## config.mk

```make
export PLATFORM = sky130hd
export DESIGN_NAME = osc_ctrl
export DESIGN_NICKNAME = d
export VERILOG_FILES = /design/src/inc/osc_pkg.sv /design/src/inc/osc_sw_if.sv /design/src/core/osc_switcher.sv /design/src/core/osc_ctrl.sv
export VERILOG_INCLUDE_DIRS = /design/src /design/src/inc
export SDC_FILE = /design/constraint.sdc
export NUM_CORES = 1
export LEC_CHECK = 0
export BUFFER_PORTS_ARGS = -buffer_cell sky130_fd_sc_hd__buf_4
export CAP_MARGIN = 40
export CORE_UTILIZATION = 30
export DETAILED_ROUTE_END_ITERATION = 12
export SLEW_MARGIN = 40
export SYNTH_ARGS = -nofsm -noshare
export SYNTH_HDL_FRONTEND = slang
export SYNTH_SLANG_ARGS = --single-unit
export TNS_END_PERCENT = 100
```

## constraint.sdc

```tcl
create_clock -name REF_CLK_IN -period 3.23 [get_ports REF_CLK_IN]
set_clock_uncertainty 0.05 [all_clocks]
set_input_delay 0.646 -clock REF_CLK_IN [delete_from_list [all_inputs] [get_ports REF_CLK_IN]]
set_output_delay 0.646 -clock REF_CLK_IN [all_outputs]
set_load 0.05 [all_outputs]
```

## src/inc/osc_cfg.svh

```systemverilog
// register offsets, field positions, reset values and timing counts of the oscillator control
`ifndef OSC_CFG_SVH
`define OSC_CFG_SVH
// ----------------------------------------
// register byte offsets
// ----------------------------------------
`define OSC_OFF_CONTROL 16'h1200
`define OSC_OFF_UNLOCK 16'h1210
`define OSC_OFF_NMI 16'h1220
`define OSC_OFF_SLEW 16'h1300
`define OSC_OFF_READY 16'h1390
// ----------------------------------------
// control field positions
// ----------------------------------------
`define OSC_DIV_HI 26
`define OSC_DIV_LO 24
`define OSC_DREAM_BIT 23
`define OSC_SLP2_BIT 21
`define OSC_CUR_HI 14
`define OSC_CUR_LO 12
`define OSC_NEW_HI 10
`define OSC_NEW_LO 8
`define OSC_LOCK_BIT 7
`define OSC_SLEEP_ON_WAIT_BIT 4
`define OSC_CF_BIT 3
`define OSC_SEC_BIT 1
`define OSC_SW_BIT 0
`define OSC_NMI_CF_BIT 17
// ----------------------------------------
// reset values and keys
// ----------------------------------------
`define OSC_SLEW_RESET 32'h0000_0000
`define OSC_KEY1 32'haa99_6655
`define OSC_KEY2 32'h5566_99aa
`define OSC_SLEW_MASK 32'h000f_0706
// cycles the current source is held while a new one comes ready
`define OSC_SETTLE_CYCLES 16
`endif

```

## src/inc/osc_pkg.sv

```systemverilog
// types shared by the oscillator control files
package osc_pkg;
  typedef logic [2:0] osc_src_t;
  // clock source codes, 011 and 111 reserved
  localparam osc_src_t OSC_FRC = 3'h0;
  localparam osc_src_t OSC_PLL = 3'h1;
  localparam osc_src_t OSC_PRI = 3'h2;
  localparam osc_src_t OSC_SEC = 3'h4;
  localparam osc_src_t OSC_LOW_POWER_INTERNAL_RC = 3'h5;
  localparam osc_src_t OSC_BACKUP_INTERNAL_RC = 3'h6;
  typedef enum logic [1:0] {OSC_UNLK_IDLE, OSC_UNLK_ONE, OSC_UNLK_OPEN} osc_unlk_e;
  typedef enum logic [1:0] {OSC_SW_IDLE, OSC_SW_WAIT} osc_sw_e;
endpackage

```

## src/inc/osc_sw_if.sv

```systemverilog
// switch request and completion between register file and switcher
`timescale 1ns/10ps
`default_nettype none
interface osc_sw_if;
  logic start;
  logic [2:0] target;
  logic done;
  logic [2:0] current;
  modport ctl (output start, output target, input done, input current);
  modport sw (input start, input target, output done, output current);
endinterface
`default_nettype wire

```

## src/core/osc_switcher.sv

```systemverilog
// clock source switcher: waits for readiness, then moves the current source
`timescale 1ns/10ps
`default_nettype none
`include "osc_cfg.svh"
module osc_switcher #(
  parameter int SETTLE = `OSC_SETTLE_CYCLES
) (
  input wire logic clk_in,
  input wire logic rst_in,
  input wire logic [2:0] boot_src_in,
  input wire logic [5:0] ready_in,
  osc_sw_if.sw sw
);
  import osc_pkg::*;
  osc_sw_e state_ff;
  osc_sw_e nxt_state;
  logic [2:0] cur_ff;
  logic [2:0] tgt_ff;
  logic [7:0] cnt_ff;
  logic tgt_ready;
  logic settled;
  logic done_ff;
  // ----------------------------------------
  // readiness of the target source
  // ----------------------------------------
  // ready order: frc, pll, pri, sec, low_power_internal_rc, backup_internal_rc
  assign tgt_ready = (tgt_ff == OSC_FRC) ? ready_in[0] :
                     (tgt_ff == OSC_PLL) ? ready_in[1] :
                     (tgt_ff == OSC_PRI) ? ready_in[2] :
                     (tgt_ff == OSC_SEC) ? ready_in[3] :
                     (tgt_ff == OSC_LOW_POWER_INTERNAL_RC) ? ready_in[4] : ready_in[5];
  assign settled = tgt_ready && (cnt_ff >= 8'(SETTLE));
  // next state, old source kept until settled
  always_comb begin
    nxt_state = state_ff;
    unique case (state_ff)
      OSC_SW_IDLE: if (sw.start) nxt_state = OSC_SW_WAIT;
      OSC_SW_WAIT: if (settled) nxt_state = OSC_SW_IDLE;
    endcase
  end
  // sequencer registers; cur_ff boots at the source the top hands in
  always_ff @(posedge clk_in) begin
    if (rst_in) begin
      state_ff <= OSC_SW_IDLE;
      cur_ff <= boot_src_in;
      tgt_ff <= OSC_FRC;
      cnt_ff <= 8'h00;
      done_ff <= 1'b0;
    end else begin
      state_ff <= nxt_state;
      done_ff <= (state_ff == OSC_SW_WAIT) && settled;
      if (state_ff == OSC_SW_IDLE && sw.start) begin
        tgt_ff <= sw.target;
        cnt_ff <= 8'h00;
      end else if (cnt_ff != 8'hff) begin
        cnt_ff <= cnt_ff + 8'h01;
      end
      if (state_ff == OSC_SW_WAIT && settled) cur_ff <= tgt_ff;
    end
  end
  assign sw.done = done_ff;
  assign sw.current = cur_ff;
endmodule
`default_nettype wire

```

## src/core/osc_ctrl.sv

```systemverilog
// oscillator control register block with wishbone slave
`timescale 1ns/10ps
`default_nettype none
`include "osc_cfg.svh"
module osc_ctrl #(
  parameter int SETTLE = `OSC_SETTLE_CYCLES
) (
  input wire logic REF_CLK_IN,
  input wire logic RESET_IN,
  input wire logic WB_CYC_IN,
  input wire logic WB_STB_IN,
  input wire logic WB_WE_IN,
  input wire logic [15:0] WB_ADR_IN,
  input wire logic [3:0] WB_SEL_IN,
  input wire logic [31:0] WB_DAT_IN,
  output logic [31:0] WB_DAT_OUT,
  output logic WB_ACK_OUT,
  input wire logic [2:0] INITIAL_SOURCE_FUSES_IN,
  input wire logic TWO_SPEED_FUSE_IN,
  input wire logic [1:0] SWITCH_MONITOR_FUSES_IN,
  input wire logic FAIL_SAFE_MONITOR_IN,
  input wire logic WAKE_IN,
  input wire logic WAIT_IN,
  input wire logic [5:0] SOURCE_READY_IN,
  output logic [2:0] SYSTEM_CLOCK_SOURCE_OUT,
  output logic [2:0] FAST_RC_DIVIDER_OUT,
  output logic DREAM_MODE_OUT,
  output logic SECONDARY_OSC_ENABLE_OUT,
  output logic SLEEP_OUT,
  output logic IDLE_OUT,
  output logic NMI_OUT
);
  import osc_pkg::*;
  // ----------------------------------------
  // pin synchronisers
  // ----------------------------------------
  logic [8:0] pin_s1_ff;
  logic [8:0] pin_s2_ff;
  logic fail_s;
  logic wake_s;
  logic wait_s;
  logic [5:0] ready_s;
  // monitor, wake, wait and ready come from other clock domains
  always_ff @(posedge REF_CLK_IN) begin
    pin_s1_ff <= {FAIL_SAFE_MONITOR_IN, WAKE_IN, WAIT_IN, SOURCE_READY_IN};
    pin_s2_ff <= pin_s1_ff;
  end
  assign fail_s = pin_s2_ff[8];
  assign wake_s = pin_s2_ff[7];
  assign wait_s = pin_s2_ff[6];
  assign ready_s = pin_s2_ff[5:0];
  // ----------------------------------------
  // bus decode
  // ----------------------------------------
  logic req;
  logic wr;
  logic ack_ff;
  logic hit_ctl;
  logic hit_unlk;
  logic hit_nmi;
  logic hit_slew;
  logic hit_rdy;
  logic [31:0] wmask;
  logic [31:0] rd_mux;
  logic [31:0] rd_ff;
  // one wait state: ack in the cycle after the strobe, dropped after one cycle
  assign req = WB_CYC_IN && WB_STB_IN && !ack_ff;
  assign wr = req && WB_WE_IN;
  assign hit_ctl = (WB_ADR_IN == `OSC_OFF_CONTROL);
  assign hit_unlk = (WB_ADR_IN == `OSC_OFF_UNLOCK);
  assign hit_nmi = (WB_ADR_IN == `OSC_OFF_NMI);
  assign hit_slew = (WB_ADR_IN == `OSC_OFF_SLEW);
  assign hit_rdy = (WB_ADR_IN == `OSC_OFF_READY);
  assign wmask = {{8{WB_SEL_IN[3]}}, {8{WB_SEL_IN[2]}}, {8{WB_SEL_IN[1]}}, {8{WB_SEL_IN[0]}}};
  // ----------------------------------------
  // unlock sequence
  // ----------------------------------------
  osc_unlk_e unlk_ff;
  osc_unlk_e nxt_unlk;
  logic open_now;
  logic ctl_wr;
  assign open_now = (unlk_ff == OSC_UNLK_OPEN);
  // a control write without an open unlock is ignored
  assign ctl_wr = wr && hit_ctl && open_now;
  // two key words in order open one write; a control write or a wrong unlock word relocks
  always_comb begin
    nxt_unlk = unlk_ff;
    if (wr && hit_unlk) begin
      if (WB_DAT_IN == `OSC_KEY1) nxt_unlk = OSC_UNLK_ONE;
      else if (unlk_ff == OSC_UNLK_ONE && WB_DAT_IN == `OSC_KEY2) nxt_unlk = OSC_UNLK_OPEN;
      else nxt_unlk = OSC_UNLK_IDLE;
    end else if (wr && hit_ctl) begin
      nxt_unlk = OSC_UNLK_IDLE;
    end
  end
  // ----------------------------------------
  // lock
  // ----------------------------------------
  logic lock_ff;
  logic locked;
  logic sel_wr;
  // lock binds only while switching is disabled by fuse
  assign locked = lock_ff && SWITCH_MONITOR_FUSES_IN[1];
  // frozen fields refuse writes until reset
  assign sel_wr = ctl_wr && !locked;
  // ----------------------------------------
  // control fields
  // ----------------------------------------
  logic [2:0] div_ff;
  logic dream_ff;
  logic slp2_ff;
  logic [2:0] new_ff;
  logic sleep_on_wait_ff;
  logic cf_ff;
  logic sec_ff;
  logic swreq_ff;
  logic nmi_cf_ff;
  logic fail_d_ff;
  logic boot_ff;
  logic sleep_ff;
  logic wake2_ff;
  logic fsm_on;
  logic fail_rise;
  logic cf_sw_set;
  logic sw_start;
  logic [2:0] sw_target;
  logic [31:0] slew_ff;
  osc_sw_if swif ();
  assign fsm_on = (SWITCH_MONITOR_FUSES_IN == 2'b11);
  assign fail_rise = fail_s && !fail_d_ff;
  assign cf_sw_set = ctl_wr && WB_SEL_IN[0] && WB_DAT_IN[`OSC_CF_BIT] && !cf_ff;
  // with full monitoring, a monitor failure or software set forces a switch to frc
  assign sw_start = (fsm_on && (fail_rise || cf_sw_set)) ||
                    (swreq_ff && !boot_ff && !swif.done) ||
                    (wake_s && sleep_ff && slp2_ff);
  assign sw_target = (fsm_on && (fail_rise || cf_sw_set)) ? OSC_FRC : new_ff;
  assign swif.start = sw_start;
  assign swif.target = sw_target;
  // fuse-fed fields take their value at reset from the fuse pins
  always_ff @(posedge REF_CLK_IN) begin
    if (RESET_IN) begin
      div_ff <= 3'h0; // divide by one
      dream_ff <= 1'b0;
      slp2_ff <= 1'b0;
      new_ff <= INITIAL_SOURCE_FUSES_IN;
      lock_ff <= 1'b0;
      sleep_on_wait_ff <= 1'b0;
      sec_ff <= 1'b0;
      swreq_ff <= TWO_SPEED_FUSE_IN;
      boot_ff <= 1'b1;
      wake2_ff <= 1'b0;
      slew_ff <= `OSC_SLEW_RESET;
    end else begin
      boot_ff <= 1'b0;
      if (wake_s && sleep_ff && slp2_ff) wake2_ff <= 1'b1;
      else if (swif.done) wake2_ff <= 1'b0;
      if (sel_wr && WB_SEL_IN[3]) div_ff <= WB_DAT_IN[`OSC_DIV_HI:`OSC_DIV_LO];
      if (ctl_wr && WB_SEL_IN[2]) dream_ff <= WB_DAT_IN[`OSC_DREAM_BIT];
      if (sel_wr && WB_SEL_IN[2]) slp2_ff <= WB_DAT_IN[`OSC_SLP2_BIT];
      if (sel_wr && WB_SEL_IN[1]) new_ff <= WB_DAT_IN[`OSC_NEW_HI:`OSC_NEW_LO];
      if (sel_wr && WB_SEL_IN[0]) begin
        lock_ff <= lock_ff | WB_DAT_IN[`OSC_LOCK_BIT]; // only reset clears it
        sleep_on_wait_ff <= WB_DAT_IN[`OSC_SLEEP_ON_WAIT_BIT];
        sec_ff <= WB_DAT_IN[`OSC_SEC_BIT];
      end
      // completion clears the request; a new write in the same cycle wins
      if (sel_wr && WB_SEL_IN[0] && WB_DAT_IN[`OSC_SW_BIT]) swreq_ff <= 1'b1;
      else if (swif.done) swreq_ff <= 1'b0;
      if (wr && hit_slew && !locked) slew_ff <= (WB_DAT_IN & wmask & `OSC_SLEW_MASK);
    end
  end
  // ----------------------------------------
  // clock fail flags and nmi
  // ----------------------------------------
  logic nmi_wr;
  assign nmi_wr = wr && hit_nmi && WB_SEL_IN[2];
  // set beats clear on both flags
  always_ff @(posedge REF_CLK_IN) begin
    if (RESET_IN) begin
      cf_ff <= 1'b0;
      nmi_cf_ff <= 1'b0;
      fail_d_ff <= 1'b0;
    end else begin
      fail_d_ff <= fail_s;
      if (fail_rise) cf_ff <= 1'b1;
      else if (ctl_wr && WB_SEL_IN[0]) cf_ff <= WB_DAT_IN[`OSC_CF_BIT];
      if (fail_rise && fsm_on) nmi_cf_ff <= 1'b1;
      else if (nmi_wr) nmi_cf_ff <= WB_DAT_IN[`OSC_NMI_CF_BIT];
      else if (swif.done && swreq_ff && cf_ff) nmi_cf_ff <= 1'b0;
    end
  end
  // the nmi copy raises the nmi, the control flag only with full monitoring; only the control flag moves the clock
  assign NMI_OUT = (cf_ff && fsm_on) || nmi_cf_ff;
  // ----------------------------------------
  // sleep, idle and two-speed wake
  // ----------------------------------------
  // wait picks sleep or idle; wake leaves both
  always_ff @(posedge REF_CLK_IN) begin
    if (RESET_IN) begin
      sleep_ff <= 1'b0;
      IDLE_OUT <= 1'b0;
    end else if (wake_s) begin
      sleep_ff <= 1'b0;
      IDLE_OUT <= 1'b0;
    end else if (wait_s) begin
      sleep_ff <= sleep_on_wait_ff;
      IDLE_OUT <= !sleep_on_wait_ff;
    end
  end
  assign SLEEP_OUT = sleep_ff;
  // ----------------------------------------
  // switcher
  // ----------------------------------------
  logic [2:0] boot_src;
  // two-speed boots on frc, then switches to the fused source, lock or not
  // wake with two-speed set runs frc until the switcher is done
  assign boot_src = TWO_SPEED_FUSE_IN ? OSC_FRC : INITIAL_SOURCE_FUSES_IN;
  osc_switcher #(.SETTLE(SETTLE)) u_sw (
    .clk_in(REF_CLK_IN),
    .rst_in(RESET_IN),
    .boot_src_in(boot_src),
    .ready_in(ready_s),
    .sw(swif)
  );
  assign SYSTEM_CLOCK_SOURCE_OUT = (wake2_ff || (sleep_ff && slp2_ff)) ? OSC_FRC : swif.current;
  assign FAST_RC_DIVIDER_OUT = div_ff;
  assign DREAM_MODE_OUT = dream_ff;
  assign SECONDARY_OSC_ENABLE_OUT = sec_ff;
  // ----------------------------------------
  // read mux and ack
  // ----------------------------------------
  logic [31:0] ctl_word;
  assign ctl_word = {5'h00, div_ff, dream_ff, 1'b0, slp2_ff, 6'h00,
                     SYSTEM_CLOCK_SOURCE_OUT, 1'b0, new_ff, lock_ff, 2'b00, sleep_on_wait_ff,
                     cf_ff, 1'b0, sec_ff, swreq_ff};
  assign rd_mux = hit_ctl ? ctl_word :
                  hit_nmi ? {14'h0, nmi_cf_ff, 17'h0} :
                  hit_slew ? slew_ff :
                  hit_rdy ? {24'h000000, ready_s[1], 1'b0, ready_s[4], ready_s[3],
                             1'b0, ready_s[2], 1'b0, ready_s[0]} : 32'h0000_0000;
  // unmapped addresses ack with zero data; unlock state steps with the bus
  always_ff @(posedge REF_CLK_IN) begin
    if (RESET_IN) begin
      ack_ff <= 1'b0;
      rd_ff <= 32'h0000_0000;
      unlk_ff <= OSC_UNLK_IDLE;
    end else begin
      ack_ff <= req;
      unlk_ff <= nxt_unlk;
      if (req && !WB_WE_IN) rd_ff <= rd_mux;
    end
  end
  assign WB_ACK_OUT = ack_ff;
  assign WB_DAT_OUT = rd_ff;
endmodule
`default_nettype wire

```

==> impl_metrics.yaml <==
outcome:
  status: "complete, no violations"
synth:
  mappedNetlistArea_mm2: 0.003796
  synth_cell_types: 58
  synth.area.top_cells: "dfxtp_1, edfxtp_1, nand2_1"
  yosysSeqAreaShare_pct: 47.73
  synthCells: 403
  synthesis.yosys.warnings: 0
  syn-mean-instance-area_um2: 9.420
  share_of_the_synthesized_area_in_the_top_cell_type_pct: 42.19
  ys_dominant_reg_cell: "dfxtp_1"
  ys_async_sr_fraction_pct: 0
  netlist.top_cell.by_area: "dfxtp_1"
  synth_seq_cells: 87
  synth-edff-count: 7
setup_path:
  worst_ep_arrival_time_ps: 2490
  delay_of_the_slowest_cell_on_the_worst_path_ps: 500
  length_in_cells_of_the_worst_reg_to_reg_path: 5
  highest_fanout_seen_on_the_critical_path: 11
  critPathCaptureType: "flip-flop"
  rrSetupSlack_ps: 940
  cp-start-kind: "input port"
  worstSetupPathType: "input port to flip-flop"
  cp.required_ps: 3420
  critical_path.reg2reg.startpoint: "WB_ACK_OUT"
  r2r-end: "u_sw.tgt_ff[0]"
  crit_path_cell_trace: "buf_4 -> nand4b_1 -> nor3_2 -> nand4_4 -> o21ai_2 -> a2bb2o_4"
  highest_delay_cell_along_the_critical_path: "o21ai_2"
  setup.worst_path.start: "WB_WE_IN"
routing:
  route.detailed.drc: 0
  wl_mm: 10.64
  ant_nets: 0
  drt_first_iter_violations: 172
  drt_pass1_iterations: 4
  avgRoutedWirePerCell_um: 15.69
  detailroute.via_count: 3322
  route.detailed.vias_per_inst: 4.900
job:
  cap_violations: 0
min_path:
  holdCritPathClass: "flip-flop to flip-flop"
  hold_depth: 0
  sink_of_the_worst_hold_path: "pin_s2_ff[0]"
  hold_path_startpoint: "pin_s1_ff[0]"
pwr:
  power_density_mw_per_mm2: 484.1
  power_leakage_nw: 1.998
  design_power_total_mw: 2.413
  ir_drop_uv: 307.3
final_layout:
  layout.filler_cells: 1215
  multi_input_logic_area_mm2: 0.001823
  area.growth.synth_to_final_pct: 31.31
  fin_util_pct: 40.99
  diodes: 0
  ff_latch_area_mm2: 0.001812
  drive_gt1_share_pct: 27.65
  finalNetCount: 579
placement:
  place_congestion: 0.8221
  buffer_ports.inserted: 105
  hpwlAfterDp_mm: 8.241
global_routing:
  grt_pass1_vias: 3238
  grt_max_degree: 55
  grt_util_all_layers_pct: 16.89
  number_of_antenna_violations_at_the_first_check_in_global_routing: 0
  grt_first_pass_wirelength_mm: 16.76
  grt_overflow_total: 0
timing:
  timing.final.crit_period_ps: 2299
  slew_headroom_pct: 47.42
  worst_pin_slew_ps: 787.1
  max_freq_mhz: 434.9
  rsz0062_at_grt: "no"
  min_period_over_period_pct: 71.18
  final_hold_vio_count: 0
  totalNegativeSetupSlack_ps: 0
  drv_slew: 0
  setup_viol_count_final: 0
clock_tree:
  cts-htree-levels: 3
  post-cts-setup-buffers: 0
  clkTransAtPathRegs_ps: 60
  cts_resized: 0
  clk_latency_ps: 340
  cts_inserted_buffers: 9
  clock_tree.root_cell: "clkbuf_16"
  tritoncts_clock_tree: "done"
  numClockSinks: 87
  cts-root-to-sink-buffers: 2
  post_cts_hold_buffer_count: 0
floorplanning:
  ios: 116
  die_width_um: 114.5
  cell_rows: 40
  floorplan.initialDensity_pct: 31.21
  y_dimension_of_the_die_um: 114.5
  fp.dieArea_mm2: 0.01311
  area_of_the_core_mm2: 0.01216
[critical path: cells and delay by family]
kind	cells	cell delay [ps]
compound gates	2	750
buf+inv	1	90
simple gates	3	980
[cells by family after synthesis]
family	after synthesis	share of synthesized area, %
AOI/OAI and AO/OA	71	12.59
buffers and inverters	37	5.142
DFF	87	47.73
adders and majority gates	2	0.6591
and+or+nand+nor	188	29.27
other	1	0.09878
xor gates and xnor gates	2	0.4615
muxes	15	4.054
[synthesized netlist by cell type, types with 3 or more instances]
master / count
dfxtp_1: 80
nand2_1: 50
nor2_1: 33
a21oi_1: 24
nand3_1: 24
inv_1: 13
nand4_1: 13
mux2i_1: 12
o21ai_0: 12
a22oi_1: 11
buf_4: 11
nor4bb_1: 11
clkbuf_1: 10
a31oi_1: 7
and2_1: 7
edfxtp_1: 7
nor2b_1: 7
nand3b_1: 5
nor4_1: 5
nor3_1: 4
a2bb2o_4: 3
mux2_2: 3
nand2b_1: 3
nand4b_1: 3
[registers in the layout, indices dropped and copies added, names as in the netlist, 2 cells and up]
name / flops
new_ff: 3
slew_ff: 9
pin_s1_ff: 9
pin_s2_ff: 9
FAST_RC_DIVIDER_OUT: 3
u_sw.cnt_ff: 8
WB_DAT_OUT: 22
u_sw.sw.current: 3
unlk_ff: 2
u_sw.tgt_ff: 3
[cell usage in the layout, fill, tap and decap left out, types with 3 or more instances in the layout]
| cell type | synthesis | final |
|---|---|---|
| inv_1 | 13 | 13 |
| o21ai_0 | 12 | 12 |
| conb_1 | 1 | 10 |
| mux2_2 | 3 | 3 |
| nor4_1 | 5 | 5 |
| nor4bb_1 | 11 | 11 |
| mux2i_1 | 12 | 12 |
| nand4_1 | 13 | 13 |
| a22oi_1 | 11 | 11 |
| nor2b_1 | 7 | 7 |
| a31oi_1 | 7 | 7 |
| nand2_1 | 50 | 50 |
| a21oi_1 | 24 | 24 |
| clkbuf_16 | 0 | 10 |
| a2bb2o_4 | 3 | 3 |
| nand3b_1 | 5 | 5 |
| nor3_1 | 4 | 4 |
| nand2b_1 | 3 | 3 |
| nor2_1 | 33 | 33 |
| nand3_1 | 24 | 24 |
| and2_1 | 7 | 7 |
| dfxtp_1 | 80 | 80 |
| buf_4 | 11 | 106 |
| nand4b_1 | 3 | 3 |
| edfxtp_1 | 7 | 7 |
[layout make-up]
cell class,instances,area share (%)
multi-input cells,288,36.57
flip-flops and latches,87,36.35
repair buffers,106,15.96
clock buffers,13,5.447
well taps,168,4.217
inverters,13,0.9789
clock inverters,3,0.4769
[routing by layer]
| layer | routed length, um | global-route usage, % | up-vias |
|---|---|---|---|
| met3 | 608 | 3.441 | 12 |
| li1 | - | - | 1635 |
| met1 | 4727 | 21.04 | 1579 |
| met5 | 0 | 0 | - |
| met4 | 139 | 6.667 | 0 |
| met2 | 5166 | 28.53 | 96 |
[where the power goes]
part / leakage (nW) / switching, mW / internal, mW / total [mW]
Clock: 0.138 / 0.421 / 0.592 / 1.01
Sequential: 0.724 / 0.0219 / 1.12 / 1.14
Combinational: 1.14 / 0.150 / 0.109 / 0.259
Total: 2.00 / 0.593 / 1.82 / 2.41
[stage by stage]
| step | cells | area [um2] | worst slack (ps) | hold WS (ps) |
|---|---|---|---|---|
| global route | 678 | 4985 | 822.4 | 278.6 |
| CTS | 678 | 4985 | 967.5 | 275.0 |
| detailed placement | 662 | 4690 | 601.6 | 262.1 |
| global placement | 662 | 4690 | 677.0 | 264.6 |
| floorplan | 412 | 3830 | 1076 | 259.6 |
| finish | 678 | 4985 | 930.9 | 273.1 |
[worst max path at each step]
stage / end / slack, ps / cells after the start
floorplan: u_sw.tgt_ff[1] / 1080 / 8
global placement: u_sw.tgt_ff[0] / 680 / 6
detailed placement: u_sw.tgt_ff[0] / 600 / 6
CTS: u_sw.tgt_ff[0] / 970 / 6
global route: u_sw.tgt_ff[1] / 820 / 5
finish: u_sw.tgt_ff[0] / 930 / 6
(Power assumes the default switching activity.)
